===== config.mk =====
export PLATFORM = sky130hd
export DESIGN_NAME = codec_device_end_flat
export DESIGN_NICKNAME = d
export VERILOG_FILES = /design/src/codec_pkg.sv /design/src/codec_link_if.sv /design/src/codec_device_end.sv /design/src/flat_wrapper.sv
export SDC_FILE = /design/constraint.sdc
export NUM_CORES = 1
export LEC_CHECK = 0
export BUFFER_PORTS_ARGS = -buffer_cell sky130_fd_sc_hd__buf_2
export CELL_PAD_IN_SITES_DETAIL_PLACEMENT = 1
export CELL_PAD_IN_SITES_GLOBAL_PLACEMENT = 2
export CORE_ASPECT_RATIO = 0.75
export CORE_MARGIN = 1.5
export CORE_UTILIZATION = 30
export DETAILED_ROUTE_END_ITERATION = 7
export PLACE_DENSITY_LB_ADDON = 0.1
export REMOVE_ABC_BUFFERS = 1
export SETUP_SLACK_MARGIN = 0.05
export SYNTH_ARGS = -nofsm -noshare
export SYNTH_HDL_FRONTEND = slang
export SYNTH_SLANG_ARGS = --single-unit

===== constraint.sdc =====
create_clock -name clock -period 25.4 [get_ports clock]
set_input_delay 2.54 -clock clock [delete_from_list [all_inputs] [get_ports clock]]
set_output_delay 2.54 -clock clock [all_outputs]
set_load 0.05 [all_outputs]

===== src/codec_pkg.sv =====
// What this block does
// Each word starts at frame fall, sixteen bits
// Reset gives coarse sampling with P of eight
// P below eight selects fine sampling via DLL
// M 1..128, N 1..16, P 1..8 held
// Host keeps clock over P within 10..25 MHz
// Host keeps divider product above cascade demand
// One bit picks FIR or IIR both paths
// FIR delays seventeen/sixteen samples, IIR negligible
// Decimate 128 to one, one word per frame
// Filter passbands track sample rate at 0.45
// ADC modulator ticks at 128 times rate
// Two-bit field sets DAC ratio 128/256/512
// Host limits ratios 512/256 by rate and M
// Interpolator ticks at selected DAC ratio
// Analog loopback wins; digital loops ADC to DAC
// Side-tone attenuates ADC, adds to DAC input
// ADC gain six bits, applied at zero crossing
// DAC gain and power applied at zero crossing
// Two bits select ADC source; outputs configured
// Bypass leaves sinc only, frame rate times four; code floors M/4 to at least one, so x4 only for M a multiple of four
// Codes 01/10 pick the two microphone modes
// Ratio codes 00/01/10, code 11 as 128
// Pending gain waits for next zero crossing
package codec_pkg;
   localparam int WORD_BITS = 16;
   localparam int FRAME_BITS = 16;
   // Register addresses on the plain register port
   localparam logic [3:0] ADDR_CTRL1 = 4'h1;
   localparam logic [3:0] ADDR_CTRL2 = 4'h2;
   localparam logic [3:0] ADDR_CTRL3 = 4'h3;
   localparam logic [3:0] ADDR_CLK_M = 4'h4;
   localparam logic [3:0] ADDR_GAIN_ADC = 4'h5;
   localparam logic [3:0] ADDR_GAIN_DAC = 4'h6;
   localparam logic [3:0] ADDR_SIDETONE = 4'h7;
   localparam logic [3:0] ADDR_ROUTING = 4'h8;
   localparam logic [3:0] ADDR_CLK_N = 4'h9;
   localparam logic [3:0] ADDR_CLK_P = 4'ha;
   localparam logic [3:0] ADDR_STATUS = 4'hb;
   // Field positions
   localparam int CTRL1_IIR = 5;
   localparam int CTRL1_ANALOG_LOOP = 2;
   localparam int CTRL1_DIGITAL_LOOP = 1;
   localparam int CTRL2_BYPASS = 6;
   localparam int CTRL3_ADC_PWRDN = 7;
   localparam int CTRL3_DAC_PWRDN = 6;
   localparam int CTRL3_OSR_LSB = 3;
   localparam int SIDETONE_LSB = 3;
   localparam int ROUTE_SEL_LSB = 1;
   localparam int ROUTE_OUT_LSB = 3;
   // Codes
   localparam logic [1:0] OSR_128 = 2'h0;
   localparam logic [1:0] OSR_256 = 2'h1;
   localparam logic [1:0] OSR_512 = 2'h2;
   localparam logic [1:0] SEL_DIFF_ONE = 2'h0;
   localparam logic [1:0] SEL_MIC_SELF_BIAS = 2'h1;
   localparam logic [1:0] SEL_MIC_PSEUDO_DIFF = 2'h2;
   localparam logic [1:0] SEL_DIFF_TWO = 2'h3;
   localparam logic [2:0] SIDETONE_MUTE = 3'h7;
   // Reset values, dividers stored as value minus one
   localparam logic [6:0] M_RESET = 7'h01;
   localparam logic [3:0] N_RESET = 4'h0;
   localparam logic [2:0] P_RESET = 3'h7;
   localparam logic [2:0] P_COARSE = 3'h7;
   localparam logic [14:0] BIT_PERIOD_RESET = 15'(
      (int'(M_RESET) + 1) * (int'(N_RESET) + 1) * (int'(P_RESET) + 1));
   // Rates and delays
   localparam int MOD_RATE = 128;
   localparam int BYPASS_FACTOR = 4;
   localparam int OSR_RATE_128 = 128;
   localparam int OSR_RATE_256 = 256;
   localparam int OSR_RATE_512 = 512;
   localparam logic [4:0] DELAY_DECIM_FIR = 5'h11;
   localparam logic [4:0] DELAY_INTERP_FIR = 5'h10;
   localparam int MIN_BIT_CYCLES = 16;
   typedef enum logic [1:0] {LINK_IDLE = 2'b00, LINK_SHIFT = 2'b01}
      link_state_t;
endpackage


===== src/codec_link_if.sv =====
`timescale 1ns/1ps
// Serial sample link between the codec and the DSP
interface codec_link_if;
   logic shift_clk;
   logic frame_strobe;
   logic dout;
   logic din;
   modport device (output shift_clk, output frame_strobe, output dout,
                   input din);
   modport dsp (input shift_clk, input frame_strobe, input dout,
                output din);
endinterface


===== src/codec_device_end.sv =====
`timescale 1ns/1ps
module codec_device_end
(
   input wire logic clock,
   input wire logic reset_n,
   codec_link_if.device link,
   input wire logic [3:0] reg_addr,
   input wire logic [7:0] reg_wdata,
   input wire logic reg_write,
   input wire logic reg_read,
   output logic [7:0] reg_rdata,
   input wire logic [codec_pkg::WORD_BITS-1:0] adc_sample,
   input wire logic adc_zero_cross,
   input wire logic dac_zero_cross,
   output logic [codec_pkg::WORD_BITS-1:0] rx_word,
   output logic rx_valid,
   output logic [codec_pkg::WORD_BITS-1:0] dac_word,
   output logic sample_tick,
   output logic mod_tick,
   output logic dac_tick,
   output logic fine_mode,
   output logic filter_iir,
   output logic filter_bypass,
   output logic analog_loop,
   output logic [1:0] input_select,
   output logic [4:0] output_config,
   output logic [5:0] adc_gain,
   output logic [5:0] dac_gain,
   output logic adc_power_on,
   output logic dac_power_on,
   output logic [4:0] decim_delay,
   output logic [4:0] interp_delay
);
   import codec_pkg::*;

   logic [7:0] ctrl1, ctrl2, ctrl3, gain_adc_req, gain_dac_req;
   logic [7:0] sidetone, routing;
   logic [7:0] next_ctrl1, next_ctrl2, next_ctrl3, next_gain_adc_req;
   logic [7:0] next_gain_dac_req, next_sidetone, next_routing, next_rdata;
   logic [6:0] m_code, next_m_code;
   logic [3:0] n_code, next_n_code;
   logic [2:0] p_code, next_p_code;
   logic adc_pending, dac_pending, next_adc_pending, next_dac_pending;
   logic [5:0] next_adc_gain, next_dac_gain;
   logic next_dac_power_on;
   logic [14:0] bp, phase, next_bp, next_phase, target_bp;
   logic [3:0] bit_idx, next_bit_idx;
   logic next_shift_clk, next_frame_strobe, shift_clk, frame_strobe;
   logic [15:0] tx_shift, rx_shift, next_tx_shift, next_rx_shift;
   logic [15:0] next_rx_word, next_dac_word, rx_full;
   logic next_rx_valid, next_sample_tick, next_mod_tick, next_dac_tick;
   logic [19:0] mod_acc, dac_acc, next_mod_acc, next_dac_acc, frame_len;
   logic [20:0] mod_step, dac_step;
   logic [7:0] m_full, m_eff;
   logic [9:0] mod_rate, dac_rate;
   logic last, frame_start, dig_loop;
   logic signed [15:0] side, src;
   logic signed [16:0] mix;

   // Ratio per DAC field code; spare code falls back to the default
   function automatic logic [9:0] osr_rate(input logic [1:0] code);
      if (code == OSR_256)
         osr_rate = 10'(OSR_RATE_256);
      else if (code == OSR_512)
         osr_rate = 10'(OSR_RATE_512);
      else
         osr_rate = 10'(OSR_RATE_128);
   endfunction

   // Fractional tick: spreads rate ticks evenly over one frame
   function automatic logic [20:0] tick_step(input logic [19:0] acc,
      input logic [9:0] rate, input logic [19:0] len);
      logic [19:0] sum;
      sum = acc + 20'(rate);
      if (sum >= len)
         tick_step = {1'b1, sum - len};
      else
         tick_step = {1'b0, sum};
   endfunction

   // Register file decode, read data one cycle after the strobe
   always_comb
   begin
      next_ctrl1 = ctrl1;
      next_ctrl2 = ctrl2;
      next_ctrl3 = ctrl3;
      next_m_code = m_code;
      next_n_code = n_code;
      next_p_code = p_code;
      next_gain_adc_req = gain_adc_req;
      next_gain_dac_req = gain_dac_req;
      next_sidetone = sidetone;
      next_routing = routing;
      next_rdata = 8'h00;
      if (reg_write)
      begin
         if (reg_addr == ADDR_CTRL1)
            next_ctrl1 = reg_wdata;
         else if (reg_addr == ADDR_CTRL2)
            next_ctrl2 = reg_wdata;
         else if (reg_addr == ADDR_CTRL3)
            next_ctrl3 = reg_wdata;
         else if (reg_addr == ADDR_CLK_M)
            next_m_code = reg_wdata[6:0];
         else if (reg_addr == ADDR_CLK_N)
            next_n_code = reg_wdata[3:0];
         else if (reg_addr == ADDR_CLK_P)
            next_p_code = reg_wdata[2:0];
         else if (reg_addr == ADDR_GAIN_ADC)
            next_gain_adc_req = {2'h0, reg_wdata[5:0]};
         else if (reg_addr == ADDR_GAIN_DAC)
            next_gain_dac_req = {2'h0, reg_wdata[5:0]};
         else if (reg_addr == ADDR_SIDETONE)
            next_sidetone = reg_wdata;
         else if (reg_addr == ADDR_ROUTING)
            next_routing = reg_wdata;
      end
      if (reg_read)
      begin
         if (reg_addr == ADDR_CTRL1)
            next_rdata = ctrl1;
         else if (reg_addr == ADDR_CTRL2)
            next_rdata = ctrl2;
         else if (reg_addr == ADDR_CTRL3)
            next_rdata = ctrl3;
         else if (reg_addr == ADDR_CLK_M)
            next_rdata = {1'b0, m_code};
         else if (reg_addr == ADDR_CLK_N)
            next_rdata = {4'h0, n_code};
         else if (reg_addr == ADDR_CLK_P)
            next_rdata = {5'h00, p_code};
         else if (reg_addr == ADDR_GAIN_ADC)
            next_rdata = gain_adc_req;
         else if (reg_addr == ADDR_GAIN_DAC)
            next_rdata = gain_dac_req;
         else if (reg_addr == ADDR_SIDETONE)
            next_rdata = sidetone;
         else if (reg_addr == ADDR_ROUTING)
            next_rdata = routing;
         else if (reg_addr == ADDR_STATUS)
            next_rdata = {5'h00, fine_mode, dac_pending, adc_pending};
      end
   end

   always_ff @(posedge clock or negedge reset_n)
   begin
      if (!reset_n)
      begin
         ctrl1 <= 8'h00;
         ctrl2 <= 8'h00;
         ctrl3 <= 8'h00;
         m_code <= M_RESET;
         n_code <= N_RESET;
         p_code <= P_RESET;
         gain_adc_req <= 8'h00;
         gain_dac_req <= 8'h00;
         sidetone <= 8'(SIDETONE_MUTE) << SIDETONE_LSB;
         routing <= 8'h00;
         reg_rdata <= 8'h00;
      end
      else
      begin
         ctrl1 <= next_ctrl1;
         ctrl2 <= next_ctrl2;
         ctrl3 <= next_ctrl3;
         m_code <= next_m_code;
         n_code <= next_n_code;
         p_code <= next_p_code;
         gain_adc_req <= next_gain_adc_req;
         gain_dac_req <= next_gain_dac_req;
         sidetone <= next_sidetone;
         routing <= next_routing;
         reg_rdata <= next_rdata;
      end
   end

   // Static configuration taken straight from register flops
   assign fine_mode = (p_code != P_COARSE);
   assign filter_iir = ctrl1[CTRL1_IIR];
   assign filter_bypass = ctrl2[CTRL2_BYPASS];
   assign analog_loop = ctrl1[CTRL1_ANALOG_LOOP];
   assign input_select = routing[ROUTE_SEL_LSB +: 2];
   assign output_config = routing[ROUTE_OUT_LSB +: 5];
   assign adc_power_on = ~ctrl3[CTRL3_ADC_PWRDN];
   // Filter engine is told its delay; IIR reports none
   assign decim_delay = filter_iir ? 5'h00 : DELAY_DECIM_FIR;
   assign interp_delay = filter_iir ? 5'h00 : DELAY_INTERP_FIR;

   // Gains wait for a zero crossing so level steps make no click
   always_comb
   begin
      next_adc_pending = (adc_pending & ~adc_zero_cross) |
         (reg_write & (reg_addr == ADDR_GAIN_ADC));
      next_dac_pending = (dac_pending & ~dac_zero_cross) |
         (reg_write & (reg_addr == ADDR_GAIN_DAC));
      next_adc_gain = (adc_zero_cross & adc_pending) ?
         gain_adc_req[5:0] : adc_gain;
      next_dac_gain = (dac_zero_cross & dac_pending) ?
         gain_dac_req[5:0] : dac_gain;
      next_dac_power_on = dac_zero_cross ?
         ~ctrl3[CTRL3_DAC_PWRDN] : dac_power_on;
   end

   always_ff @(posedge clock or negedge reset_n)
   begin
      if (!reset_n)
      begin
         adc_pending <= 1'b0;
         dac_pending <= 1'b0;
         adc_gain <= 6'h00;
         dac_gain <= 6'h00;
         dac_power_on <= 1'b1;
      end
      else
      begin
         adc_pending <= next_adc_pending;
         dac_pending <= next_dac_pending;
         adc_gain <= next_adc_gain;
         dac_gain <= next_dac_gain;
         dac_power_on <= next_dac_power_on;
      end
   end

   // Frame timing and serial shifting; divider change lands at a frame
   always_comb
   begin
      m_full = {1'b0, m_code} + 8'h01;
      // Bypass quarters M, rounded down to at least one, so the frame comes four times as often only when M is a multiple of four
      m_eff = filter_bypass ? (m_full >> 2) : m_full;
      if (m_eff == 8'h00)
         m_eff = 8'h01;
      target_bp = 15'(m_eff) * (15'(n_code) + 15'h0001) *
         (15'(p_code) + 15'h0001);
      last = (phase == bp - 15'h0001);
      frame_start = last && (bit_idx == 4'(FRAME_BITS - 1));
      next_phase = last ? 15'h0000 : phase + 15'h0001;
      next_bit_idx = last ? bit_idx + 4'h1 : bit_idx;
      next_bp = frame_start ? target_bp : bp;
      next_shift_clk = (next_phase < (next_bp >> 1));
      // Strobe falls exactly as bit zero begins
      next_frame_strobe = (next_bit_idx == 4'(FRAME_BITS - 1));
      dig_loop = ctrl1[CTRL1_DIGITAL_LOOP] & ~analog_loop;
      rx_full = {rx_shift[14:0], link.din};
      next_rx_shift = last ? rx_full : rx_shift;
      next_tx_shift = tx_shift;
      if (frame_start)
         next_tx_shift = adc_sample;
      else if (last)
         next_tx_shift = {tx_shift[14:0], 1'b0};
      next_rx_word = frame_start ? rx_full : rx_word;
      next_rx_valid = frame_start;
      next_sample_tick = frame_start;
      // Side-tone: ADC shifted down and mixed, saturating
      if (sidetone[SIDETONE_LSB +: 3] == SIDETONE_MUTE)
         side = 16'sh0000;
      else
         side = $signed(adc_sample) >>>
            (sidetone[SIDETONE_LSB +: 3] + 3'h1);
      src = dig_loop ? $signed(adc_sample) : $signed(rx_full);
      mix = {src[15], src} + {side[15], side};
      next_dac_word = dac_word;
      if (frame_start)
      begin
         if (mix[16] != mix[15])
            next_dac_word = mix[16] ? 16'h8000 : 16'h7fff;
         else
            next_dac_word = mix[15:0];
      end
      // Oversampled ticks, realigned at every frame start
      frame_len = {1'b0, bp, 4'h0};
      mod_rate = filter_bypass ? 10'(MOD_RATE / BYPASS_FACTOR) :
         10'(MOD_RATE);
      dac_rate = osr_rate(ctrl3[CTRL3_OSR_LSB +: 2]) >>
         (filter_bypass ? 2 : 0);
      mod_step = tick_step(mod_acc, mod_rate, frame_len);
      dac_step = tick_step(dac_acc, dac_rate, frame_len);
      next_mod_acc = frame_start ? 20'h00000 : mod_step[19:0];
      next_dac_acc = frame_start ? 20'h00000 : dac_step[19:0];
      next_mod_tick = frame_start | mod_step[20];
      next_dac_tick = frame_start | dac_step[20];
   end

   always_ff @(posedge clock or negedge reset_n)
   begin
      if (!reset_n)
      begin
         bp <= BIT_PERIOD_RESET;
         phase <= 15'h0000;
         bit_idx <= 4'h0;
         shift_clk <= 1'b1;
         frame_strobe <= 1'b0;
         tx_shift <= 16'h0000;
         rx_shift <= 16'h0000;
         rx_word <= 16'h0000;
         rx_valid <= 1'b0;
         dac_word <= 16'h0000;
         sample_tick <= 1'b0;
         mod_acc <= 20'h00000;
         dac_acc <= 20'h00000;
         mod_tick <= 1'b0;
         dac_tick <= 1'b0;
      end
      else
      begin
         bp <= next_bp;
         phase <= next_phase;
         bit_idx <= next_bit_idx;
         shift_clk <= next_shift_clk;
         frame_strobe <= next_frame_strobe;
         tx_shift <= next_tx_shift;
         rx_shift <= next_rx_shift;
         rx_word <= next_rx_word;
         rx_valid <= next_rx_valid;
         dac_word <= next_dac_word;
         sample_tick <= next_sample_tick;
         mod_acc <= next_mod_acc;
         dac_acc <= next_dac_acc;
         mod_tick <= next_mod_tick;
         dac_tick <= next_dac_tick;
      end
   end

   assign link.shift_clk = shift_clk;
   assign link.frame_strobe = frame_strobe;
   assign link.dout = tx_shift[15];
endmodule // codec_device_end


===== src/flat_wrapper.sv =====
// flat-port wrapper written by rule: the top's interface ports become plain ports
module codec_device_end_flat import codec_pkg::*;
  (clock, reset_n, reg_addr, reg_wdata, reg_write, reg_read, reg_rdata, adc_sample, adc_zero_cross, dac_zero_cross, rx_word, rx_valid, dac_word, sample_tick, mod_tick, dac_tick, fine_mode, filter_iir, filter_bypass, analog_loop, input_select, output_config, adc_gain, dac_gain, adc_power_on, dac_power_on, decim_delay, interp_delay, link_shift_clk, link_frame_strobe, link_dout, link_din);
  codec_link_if link_i ();
  input wire logic clock;
  input wire logic reset_n;
  input wire logic [3:0] reg_addr;
  input wire logic [7:0] reg_wdata;
  input wire logic reg_write;
  input wire logic reg_read;
  output logic [7:0] reg_rdata;
  input wire logic [codec_pkg::WORD_BITS-1:0] adc_sample;
  input wire logic adc_zero_cross;
  input wire logic dac_zero_cross;
  output logic [codec_pkg::WORD_BITS-1:0] rx_word;
  output logic rx_valid;
  output logic [codec_pkg::WORD_BITS-1:0] dac_word;
  output logic sample_tick;
  output logic mod_tick;
  output logic dac_tick;
  output logic fine_mode;
  output logic filter_iir;
  output logic filter_bypass;
  output logic analog_loop;
  output logic [1:0] input_select;
  output logic [4:0] output_config;
  output logic [5:0] adc_gain;
  output logic [5:0] dac_gain;
  output logic adc_power_on;
  output logic dac_power_on;
  output logic [4:0] decim_delay;
  output logic [4:0] interp_delay;
  output wire logic [$bits(link_i.shift_clk)-1:0] link_shift_clk;
  output wire logic [$bits(link_i.frame_strobe)-1:0] link_frame_strobe;
  output wire logic [$bits(link_i.dout)-1:0] link_dout;
  input wire logic [$bits(link_i.din)-1:0] link_din;
  assign link_shift_clk = link_i.shift_clk;
  assign link_frame_strobe = link_i.frame_strobe;
  assign link_dout = link_i.dout;
  assign link_i.din = link_din;
  codec_device_end u_core (.clock(clock), .reset_n(reset_n), .link(link_i), .reg_addr(reg_addr), .reg_wdata(reg_wdata), .reg_write(reg_write), .reg_read(reg_read), .reg_rdata(reg_rdata), .adc_sample(adc_sample), .adc_zero_cross(adc_zero_cross), .dac_zero_cross(dac_zero_cross), .rx_word(rx_word), .rx_valid(rx_valid), .dac_word(dac_word), .sample_tick(sample_tick), .mod_tick(mod_tick), .dac_tick(dac_tick), .fine_mode(fine_mode), .filter_iir(filter_iir), .filter_bypass(filter_bypass), .analog_loop(analog_loop), .input_select(input_select), .output_config(output_config), .adc_gain(adc_gain), .dac_gain(dac_gain), .adc_power_on(adc_power_on), .dac_power_on(dac_power_on), .decim_delay(decim_delay), .interp_delay(interp_delay));
endmodule

==> reports/results.tsv, run 1 <==
stage	metric	value	unit
run_status	status	completed	
placement	port bufs	109	
global_route	vias in the first global route	15100	
synth	Main synth FF type	dfrtp_1	
finish	final std cells w/o fill	2767	
finish	Area Overhead vs Synth	11.8	%
synth	Synth cell types	78	
synth	post-synthesis sequential area ratio	32.3	%
global_route	first-pass GRT wire length	90400	um
detailed_routing	mean routed wirelength per cell	20.7	um
detailed_routing	met3 routed wirelength	1950	um
placement	placed insts	2717	
detailed_routing	1st-iter DRT viols	753	
detailed_routing	Vias	14200	
cts	root buffer cell	clkbuf_16	
cts	Num CTS Buffers	28	
critical_path	FF-to-FF End	u_core.link.shift_clk	
finish	Final Util	33.8	%
sta	final setup vio count	0	
cts	H-tree depth	1	
finish	most common cell after layout, fill and taps aside	nand2_1	
floorplan	initial core utilization	30.2	%
critical_path	most frequent cell on the critical path	fa_1	
pwr	P_int	1.31	mW
detailed_routing	total wire length	57400	um
cts	cts hold-fix bufs	0	
cts	clk slew on worst S/H paths	0.06	ns
worst_hold_path	min-delay worst type	reg -> reg	
synth	yosys warns	0	
synth	Seq cells post-synth	223	
floorplan	core footprint	57200	sq um
finish	Ant. Diodes	0	
critical_path	Max FO, Critical Path	7	
cts	setup bufs post-CTS	0	
placement	dpl cell area	18500	sq um
finish	most frequent cells in the layout	215 x nand2_1, 213 x dfrtp_1, 158 x nor2_1	
worst_hold_path	worst min-delay path endpoint	u_core.rx_word[5]	
cts	latest clock arrival within the worst-skew pair	0.60	ns
pwr	switching share of total power	49.2	%
critical_path	Setup crit start kind	flip-flop	
placement	hpwl dp	44400	um
pwr	combinational share of power	65.7	%
sta	Final Hold Viols	0	
sta	clk_skew	0.0540	ns
run	Max Cap Viol	0	
pwr	Net Switching	1.26	mW
sta	Max Slew Vio Count	0	
sta	Final Critical Period	10.41	ns
sta	Final Cycle Share	41.0	%
synth	Post-Synthesis Mean Instance Area	9.08	sq um
pwr	power share of the sequential group	19.1	%
critical_path	worst endpoint data arrival time	10.91	ns
cts	post-cts sizing count	0	
cts	CTS tree	built	
floorplan	IO Pins	117	
global_route	initial antenna violation count	1	
detailed_routing	Pre-antenna DRT Iters	4	
sta	RSZ-0062 raised after global routing	false	
detailed_routing	residual DRC count	0	
pwr	Power Dens Cells	133	nW/um^2
sta	Slew HR	18.3	%
critical_path	slowest cell delay on critical path	0.57	ns
global_route	largest net degree at the start of global routing	98	
floorplan	Die Area	59100	sq um
sta	worst-margin pin slew	1.22	ns
finish	number of nets in the layout	2164	
floorplan	die width	280	um
pwr	Clk pwr share	15.2	%
floorplan	Vert. Die Dim	211	um
detailed_routing	top sig layer	met5	
finish	final instance area	19300	sq um
critical_path	CP endpoint kind	flip-flop	
critical_path	reg-to-reg slack, setup	14.99	ns
pwr	peak supply drop	107	uV
global_route	GR Overflow Total	0	
critical_path	CP Class	reg -> reg	
cts	Clock Path Buffers	3	
sta	Final WS setup	14.99	ns
placement	dpl ws	15.12	ns
synth	Synth async-reset ratio	100	%
detailed_routing	Met1 Wirelength	30300	um
synth	number of synthesized flops with an enable pin	0	
detailed_routing	Met2 Wirelength	24200	um
placement	routability cong.	0.835	
cts	CTS sink cnt	223	
sta	highest clock rate	0.0960	GHz
pwr	Leak Pwr	9.04	nW
critical_path	Required @ worst endpoint	25.90	ns
worst_hold_path	Worst Min Path Start	u_core.rx_word[5]	
global_route	Tot GR Track Use	19.6	%
critical_path	FF-to-FF path depth	37	
critical_path	worst r2r src	u_core.m_code[0]	
detailed_routing	Detail Route Antenna Nets	0	
worst_hold_path	Hold Path Depth	2	
synth	Synth Instances	1906	
synth	Post-Syn Area	17300	sq um
finish	ratio of cells with drive above 1 in the final layout	15.2	%
detailed_routing	Vias/cell	5.12	
floorplan	row count	76	
sta	setup TNS	0	ns
critical_path	slowest CP cell	dfstp_2	
area by class of cell:
cell class	instances	area, sq um
clock buffer	45	785
clock inverter	5	77.6
fill	6727	37900
inverter	125	469
multi-input combinational	1472	10800
sequential	223	5590
tap	780	976
timing repair buffer	117	616
kinds of logic after synthesis:
family,synth area share [%]
other,0.0217
buffers and inverters,5.31
AND/OR/NAND/NOR,18.1
flip-flops,32.3
adder cells (fa/ha/maj),13.7
AO/OA/AOI/OAI,13.8
multiplexers,10.9
XOR/XNOR,5.85
registers in the layout (all words and copies together), names as in the netlist, 15 cells and up:
| signal | flops |
|---|---|
| u_core.dac_acc | 16 |
| u_core.dac_word | 16 |
| u_core.mod_acc | 16 |
| u_core.rx_word | 16 |
| u_core.tx_shift | 16 |
| u_core.bp | 15 |
| u_core.phase | 15 |
| u_core.rx_shift | 15 |
metal layers:
layer	up-vias	global-route usage (%)
met5	-	0
li1	6765	-
met1	7153	30.0
met4	2	3.52
met2	195	29.2
met3	58	2.88
metrics by stage:
stage	hold slack, ns	power [mW]
2_1_floorplan	0.418	1.74
3_3_place_gp	0.450	2.17
3_5_place_dp	0.452	2.19
4_1_cts	0.467	2.61
5_1_grt	0.495	2.83
6_report	0.459	2.57
cells in the mapped netlist, types with 29 or more instances:
library cell / n / share of area [%]
nand2_1: 216 / 4.7
o21ai_0: 74 / 2.1
nor3_1: 47 / 1.4
clkbuf_1: 49 / 1.1
xnor2_1: 77 / 3.9
dfrtp_1: 213 / 31
mux2i_1: 61 / 3.5
xor2_1: 36 / 1.8
nand2b_1: 29 / 1.0
ha_1: 117 / 8.5
nor2b_1: 29 / 1.0
fa_1: 45 / 5.2
nand3_1: 57 / 1.6
a21oi_1: 81 / 2.3
nor2_1: 158 / 3.4
inv_1: 123 / 2.7
mux2_2: 110 / 7.2
power groups by stage:
stage | registers [mW] | logic [mW] | clock network [mW]
2_1_floorplan | 0.531 | 1.21 | 0
3_5_place_dp | 0.497 | 1.69 | 0
6_report | 0.490 | 1.69 | 0.391
3_3_place_gp | 0.494 | 1.68 | 0
5_1_grt | 0.502 | 1.91 | 0.419
4_1_cts | 0.491 | 1.71 | 0.406
worst max-delay path: cells and delay by family, from the launching register on:
family | cells | cell delay, ns
compound gates | 12 | 3.23
mux | 1 | 0.17
buf+inv | 3 | 0.14
flops | 1 | 0.57
xor+xnor | 2 | 0.64
simple gates | 10 | 1.84
fa+ha+maj | 9 | 3.74
worst max-delay path by stage:
stage                           from                     to  slack, ns
finish              u_core.m_code[0]  u_core.link.shift_clk      14.99
global route        u_core.m_code[0]  u_core.link.shift_clk      14.32
CTS                 u_core.m_code[0]  u_core.link.shift_clk      15.02
detailed placement  u_core.m_code[0]  u_core.link.shift_clk      15.12
global placement    u_core.m_code[0]  u_core.link.shift_clk      15.45
floorplan           u_core.m_code[0]  u_core.link.shift_clk      16.25
Power figures use the tool's default switching activity.
==> run 2: changes to the inputs <==
==> constraint.sdc (replaced) <==
create_clock -name clock -period 8.8 [get_ports clock]
set_input_delay 0.88 -clock clock [delete_from_list [all_inputs] [get_ports clock]]
set_output_delay 0.88 -clock clock [all_outputs]
set_load 0.05 [all_outputs]
==> run 2 against run 1 <==
  * The run now ends with setup timing left
  * Power rose to 3.2 times the previous value
  * Utilization grew 1.7 points
  * Maximum frequency is 17% higher
  * Combinational power grew to 3.3 times the previous value
  * Non-clock buffer count up 83
  * Die area did not move
  * Sequential power increased to 2.9 times the previous value
  * Clock skew rose by 0.0088 ns
  * Sequential cell count unchanged
  * Clock power rose to 3.2 times the previous value
  * Via count increased by 2.2%
  * Critical endpoint unchanged
==> reports/results.tsv, run 2 (same netlist as run 1, synthesis figures left out) <==
stage	metric	value	unit	change
sta	highest clock rate	0.112	GHz	was 0.0960 GHz
sta	Max Slew Vio Count	0		unchanged
critical_path	Required @ worst endpoint	9.29	ns	was 25.90 ns
sta	Final Cycle Share	101	%	was 41.0%
finish	area of the multi-input gates	11000	sq um	was 10800 sq um
critical_path	CP Class	reg -> reg		unchanged
floorplan	IO Pins	117		unchanged
sta	Slew HR	36.5	%	was 18.3%
cts	clk slew on worst S/H paths	0.06	ns	about the same
sta	RSZ-0062 raised after global routing	true		was false
global_route	Tot GR Track Use	19.3	%	was 19.6%
detailed_routing	residual DRC count	0		unchanged
critical_path	slowest CP cell	nor4_1		was dfstp_2
floorplan	core footprint	57200	sq um	unchanged
global_route	vias in the first global route	15100		about the same
global_route	first-pass GRT wire length	89700	um	was 90400 um
cts	Clock Path Buffers	3		unchanged
global_route	initial antenna violation count	3		was 1
placement	hpwl dp	43800	um	was 44400 um
placement	routability cong.	0.813		was 0.835
finish	ratio of cells with drive above 1 in the final layout	20.4	%	was 15.2%
floorplan	die width	280	um	unchanged
floorplan	initial core utilization	30.2	%	unchanged
pwr	peak supply drop	348	uV	was 107 uV
finish	Ant. Diodes	0		unchanged
detailed_routing	1st-iter DRT viols	712		was 753
global_route	GR Overflow Total	0		unchanged
critical_path	Max FO, Critical Path	4		was 7
sta	Hold WS	0.276	ns	was 0.459 ns
critical_path	worst endpoint data arrival time	9.39	ns	was 10.91 ns
floorplan	row count	76		unchanged
critical_path	Setup crit start kind	flip-flop		unchanged
placement	port bufs	109		unchanged
sta	Final WS setup	-0.101	ns	was 14.99 ns
cts	latest clock arrival within the worst-skew pair	0.61	ns	was 0.60 ns
sta	Final Hold Viols	0		unchanged
run_status	failing checks	setup timing		
sta	Final Critical Period	8.90	ns	was 10.41 ns
sta	clk_skew	0.0628	ns	was 0.0540 ns
detailed_routing	mean routed wirelength per cell	20.0	um	was 20.7 um
finish	Layout fillers	6660		was 6727
run	Max Cap Viol	0		unchanged
finish	most common cell after layout, fill and taps aside	nand2_1		unchanged
critical_path	most frequent cell on the critical path	fa_1		unchanged
pwr	Leak Pwr	9.55	nW	was 9.04 nW
global_route	largest net degree at the start of global routing	163		was 98
detailed_routing	Detail Route Antenna Nets	0		unchanged
critical_path	slowest cell delay on critical path	0.65	ns	was 0.57 ns
cts	CTS sink cnt	223		unchanged
worst_hold_path	min-delay worst type	in -> async		was reg -> reg
floorplan	Die Area	59100	sq um	unchanged
floorplan	Vert. Die Dim	211	um	unchanged
run_status	status	finished with violations		was completed
finish	register area	5590	sq um	unchanged
critical_path	CP endpoint kind	flip-flop		unchanged
finish	most frequent cells in the layout	215 x nand2_1, 213 x dfrtp_1, 157 x nor2_1		was 215 x nand2_1, 213 x dfrtp_1, 158 x nor2_1
cts	CTS tree	built		unchanged
detailed_routing	total wire length	57100	um	was 57400 um
detailed_routing	Pre-antenna DRT Iters	5		was 4
finish	Area Overhead vs Synth	17.3	%	was 11.8%
finish	number of nets in the layout	2247		was 2164
detailed_routing	Vias	14500		was 14200
pwr	total power draw	8.16	mW	was 2.57 mW
cts	Num CTS Buffers	28		unchanged
pwr	Power Dens Cells	402	nW/um^2	was 133 nW/um^2
detailed_routing	Vias/cell	5.08		was 5.12
cts	root buffer cell	clkbuf_16		unchanged
cts	H-tree depth	1		unchanged
sta	worst-margin pin slew	0.952	ns	was 1.22 ns
finish	Final Util	35.4	%	was 33.8%
sta	final setup vio count	1		was 0
-- run 2: changes by cell type in the layout (fill, tap and decap cells not counted), sizes merged --
| cell | before | now |
|---|---|---|
| clkinvlp | 1 | 3 |
| bufinv | 1 | 3 |
| clkbuf | 45 | 40 |
| inv | 124 | 125 |
| buf | 117 | 200 |
| clkinv | 4 | 6 |
-- run 2: repair_timing --
item	4_1_cts	5_1_grt
gates resized for setup	27	11
endpoints found under the setup margin	1	1
buffers inserted	14	1
hold buffers	0	0
pin swaps	30	9
-- run 2: layout make-up --
cell class / count / share of cell area (%)
repair buffers: 200 / 6.19
clock inverters: 12 / 0.845
flip-flops and latches: 223 / 27.6
inverters: 125 / 2.31
well taps: 780 / 4.81
multi-input cells: 1472 / 54.2
clock buffers: 40 / 4.07
-- run 2: through the flow --
step	setup TNS, ns	std cells	setup slack, ns	instance area, sq um
2_1_floorplan	-0.350	1820	-0.350	16900
3_3_place_gp	-0.405	2785	-0.405	19000
3_5_place_dp	-0.790	2785	-0.790	19000
4_1_cts	-0.207	2851	-0.207	20200
5_1_grt	-0.583	2852	-0.583	20300
6_report	-0.101	2852	-0.101	20300
-- run 2: layer usage --
metal  vias to the layer above  track usage, %  wire length [um]
met2                       182            28.6             24000
met1                      7320            29.8             30000
li1                       6932               -                 -
met4                         4            3.09               850
met3                        50            3.05              2280
met5                         -               0                23
-- run 2: path summary, 6_finish.rpt --
path / start / endpoint / slack, ns / cells after the start
min reg2reg: u_core.rx_word[10] / u_core.rx_word[10] / 0.46 / 2
max: u_core.m_code[0] / u_core.link.shift_clk / -0.10 / 37
min: reset_n / u_core.dac_acc[16] / 0.28 / 1
max reg2reg: u_core.m_code[0] / u_core.link.shift_clk / -0.10 / 37
max in group asynchronous: reset_n / u_core.m_code[6] / 7.17 / 2
min in group clock: u_core.rx_word[10] / u_core.rx_word[10] / 0.46 / 2
-- run 2: worst max-delay path, delay by kind of cell, from the launching register on --
family / cells / cell delay (ns)
flip-flops: 1 / 0.55
XOR/XNOR: 2 / 0.41
buffers and inverters: 7 / 0.69
AND/OR/NAND/NOR: 8 / 1.72
AO/OA/AOI/OAI: 11 / 2.10
multiplexers: 1 / 0.17
adder cells (fa/ha/maj): 8 / 3.12
-- run 2: power by group --
part           total [mW]  switching, mW  internal (mW)
clock                1.25          0.505          0.743
combinational        5.51           3.08           2.43
sequential           1.40          0.170           1.23
total                8.16           3.75           4.40
==> run 3: changes to the inputs <==
--- a/config.mk
+++ b/config.mk
@@ -10,7 +10,7 @@
 export CELL_PAD_IN_SITES_GLOBAL_PLACEMENT = 2
 export CORE_ASPECT_RATIO = 0.75
 export CORE_MARGIN = 1.5
-export CORE_UTILIZATION = 30
+export CORE_UTILIZATION = 35
 export DETAILED_ROUTE_END_ITERATION = 7
 export PLACE_DENSITY_LB_ADDON = 0.1
 export REMOVE_ABC_BUFFERS = 1
==> run 3 against run 2 <==
  * The flow now finishes without violations
  * Clock skew shrank 0.023 ns
  * Die area down 14%
  * Critical path depth grew 1
  * Utilization grew 5.5 points
  * Non-clock buffer count down 22
  * Final area decreased by 1.6%
  * Via count fell by 0.63%
  * Register-to-register slack better by 0.22 ns
  * Highest routed layer is now met4
==> reports/results.tsv, run 3 (same netlist as run 1, synthesis figures left out) <==
stage	metric	value	unit	change
global_route	Tot GR Track Use	21.8	%	was 19.3%
pwr	Power Dens Cells	407	nW/um^2	was 402 nW/um^2
sta	clk_skew	0.0396	ns	was 0.0628 ns
placement	dpl cell area	18700	sq um	was 19000 sq um
cts	Clock Path Buffers	3		unchanged
floorplan	Vert. Die Dim	196	um	was 211 um
detailed_routing	residual DRC count	0		unchanged
detailed_routing	Vias/cell	5.33		was 5.08
finish	final std cells w/o fill	2699		was 2852
cts	CTS tree	built		unchanged
detailed_routing	Detail Route Antenna Nets	0		unchanged
critical_path	CP Class	reg -> reg		unchanged
detailed_routing	total wire length	54900	um	was 57100 um
run	Max Cap Viol	0		unchanged
sta	Hold WS	0.298	ns	was 0.276 ns
detailed_routing	mean routed wirelength per cell	20.3	um	was 20.0 um
finish	number of nets in the layout	2225		was 2247
sta	Max Slew Vio Count	0		unchanged
sta	worst-margin pin slew	1.09	ns	was 0.952 ns
cts	cts hold-fix bufs	0		unchanged
floorplan	initial core utilization	35.5	%	was 30.2%
floorplan	Die Area	50800	sq um	was 59100 sq um
detailed_routing	Vias	14400		was 14500
finish	most common cell after layout, fill and taps aside	nand2_1		unchanged
sta	Final WS setup	0.121	ns	was -0.101 ns
placement	placed insts	2642		was 2785
finish	Area Overhead vs Synth	15.4	%	was 17.3%
critical_path	worst r2r src	u_core.m_code[0]		unchanged
critical_path	most frequent cell on the critical path	fa_1		unchanged
floorplan	die width	260	um	was 280 um
critical_path	Max FO, Critical Path	5		was 4
critical_path	Setup crit start kind	flip-flop		unchanged
critical_path	slowest cell delay on critical path	0.55	ns	was 0.65 ns
critical_path	FF-to-FF End	u_core.link.shift_clk		unchanged
global_route	first-pass GRT wire length	87400	um	was 89700 um
cts	H-tree depth	1		unchanged
cts	latest clock arrival within the worst-skew pair	0.59	ns	was 0.61 ns
placement	hpwl dp	42300	um	was 43800 um
critical_path	slowest CP cell	dfstp_2		was nor4_1
run_status	status	completed		was finished with violations
cts	Num CTS Buffers	28		unchanged
worst_hold_path	min-delay worst type	in -> async		unchanged
global_route	initial antenna violation count	1		was 3
sta	RSZ-0062 raised after global routing	true		unchanged
placement	port bufs	109		unchanged
floorplan	core footprint	48800	sq um	was 57200 sq um
pwr	peak supply drop	412	uV	was 348 uV
floorplan	row count	70		was 76
cts	root buffer cell	clkbuf_16		unchanged
sta	final setup vio count	0		was 1
floorplan	IO Pins	117		unchanged
pwr	Leak Pwr	9.45	nW	was 9.55 nW
sta	Final Hold Viols	0		unchanged
placement	routability cong.	0.825		was 0.813
pwr	total power draw	8.13	mW	was 8.16 mW
placement	dpl ws	-0.713	ns	was -0.790 ns
critical_path	FF-to-FF path depth	38		was 37
critical_path	CP endpoint kind	flip-flop		unchanged
detailed_routing	1st-iter DRT viols	633		was 712
cts	clk slew on worst S/H paths	0.06	ns	about the same
global_route	vias in the first global route	15000		was 15100
global_route	GR Overflow Total	0		unchanged
sta	Final Cycle Share	98.6	%	was 101%
cts	CTS sink cnt	223		unchanged
sta	setup TNS	0	ns	was -0.101 ns
critical_path	reg-to-reg slack, setup	0.12	ns	was -0.10 ns
critical_path	Required @ worst endpoint	9.30	ns	was 9.29 ns
sta	Final Critical Period	8.68	ns	was 8.90 ns
global_route	largest net degree at the start of global routing	89		was 163
sta	Slew HR	27.2	%	was 36.5%
finish	Final Util	40.9	%	was 35.4%
finish	most frequent cells in the layout	216 x nand2_1, 213 x dfrtp_1, 157 x nor2_1		was 215 x nand2_1, 213 x dfrtp_1, 157 x nor2_1
detailed_routing	Pre-antenna DRT Iters	7		was 5
sta	highest clock rate	0.115	GHz	was 0.112 GHz
finish	ratio of cells with drive above 1 in the final layout	19.7	%	was 20.4%
finish	final instance area	20000	sq um	was 20300 sq um
critical_path	worst endpoint data arrival time	9.18	ns	was 9.39 ns
[run 3: metal layers]
| layer | vias up | track usage, % | wire length [um] |
|---|---|---|---|
| met2 | 214 | 32.1 | 23200 |
| met4 | 0 | 3.29 | 694 |
| met5 | - | 0 | 0 |
| li1 | 6898 | - | - |
| met3 | 43 | 3.31 | 2140 |
| met1 | 7242 | 33.8 | 28800 |
[run 3: cell type report]
type,count,area (sq um)
Antenna cell,1,2.50
Clock buffer,35,757
Clock inverter,17,249
Fill cell,5595,28800
Inverter,125,469
Multi-Input combinational cell,1472,11000
Sequential cell,223,5590
Tap cell,648,811
Timing Repair Buffer,178,1080
[run 3: report_power, final]
group,switching (mW),internal [mW],leakage [nW]
clock,0.496,0.761,0.487
sequential,0.171,1.23,2.73
combinational,3.09,2.38,6.24
total,3.76,4.37,9.45
[run 3: worst max-delay path by stage]
stage	from	to	slack (ns)	cells past startpoint
CTS	u_core.m_code[0]	u_core.link.shift_clk	-0.1	37
floorplan	u_core.m_code[0]	u_core.link.shift_clk	-0.35	37
finish	u_core.m_code[0]	u_core.link.shift_clk	0.12	38
global placement	u_core.m_code[0]	u_core.link.shift_clk	-0.32	37
global route	u_core.m_code[0]	u_core.link.shift_clk	-0.20	37
detailed placement	u_core.m_code[0]	u_core.link.shift_clk	-0.71	37
[run 3: repair_timing]
item	in CTS	in global routing
gates resized for setup	26	14
setup endpoints to repair	1	1
pin swaps	32	7
buffers inserted	3	1
gates cloned	0	0
[run 3: worst max-delay path, delay by kind of cell (launching register included)]
kind	cells	cell delay [ns]
compound gates	12	2.20
xor+xnor	2	0.48
fa+ha+maj	9	3.18
buf+inv	5	0.53
flops	1	0.55
mux	1	0.15
simple gates	9	1.53
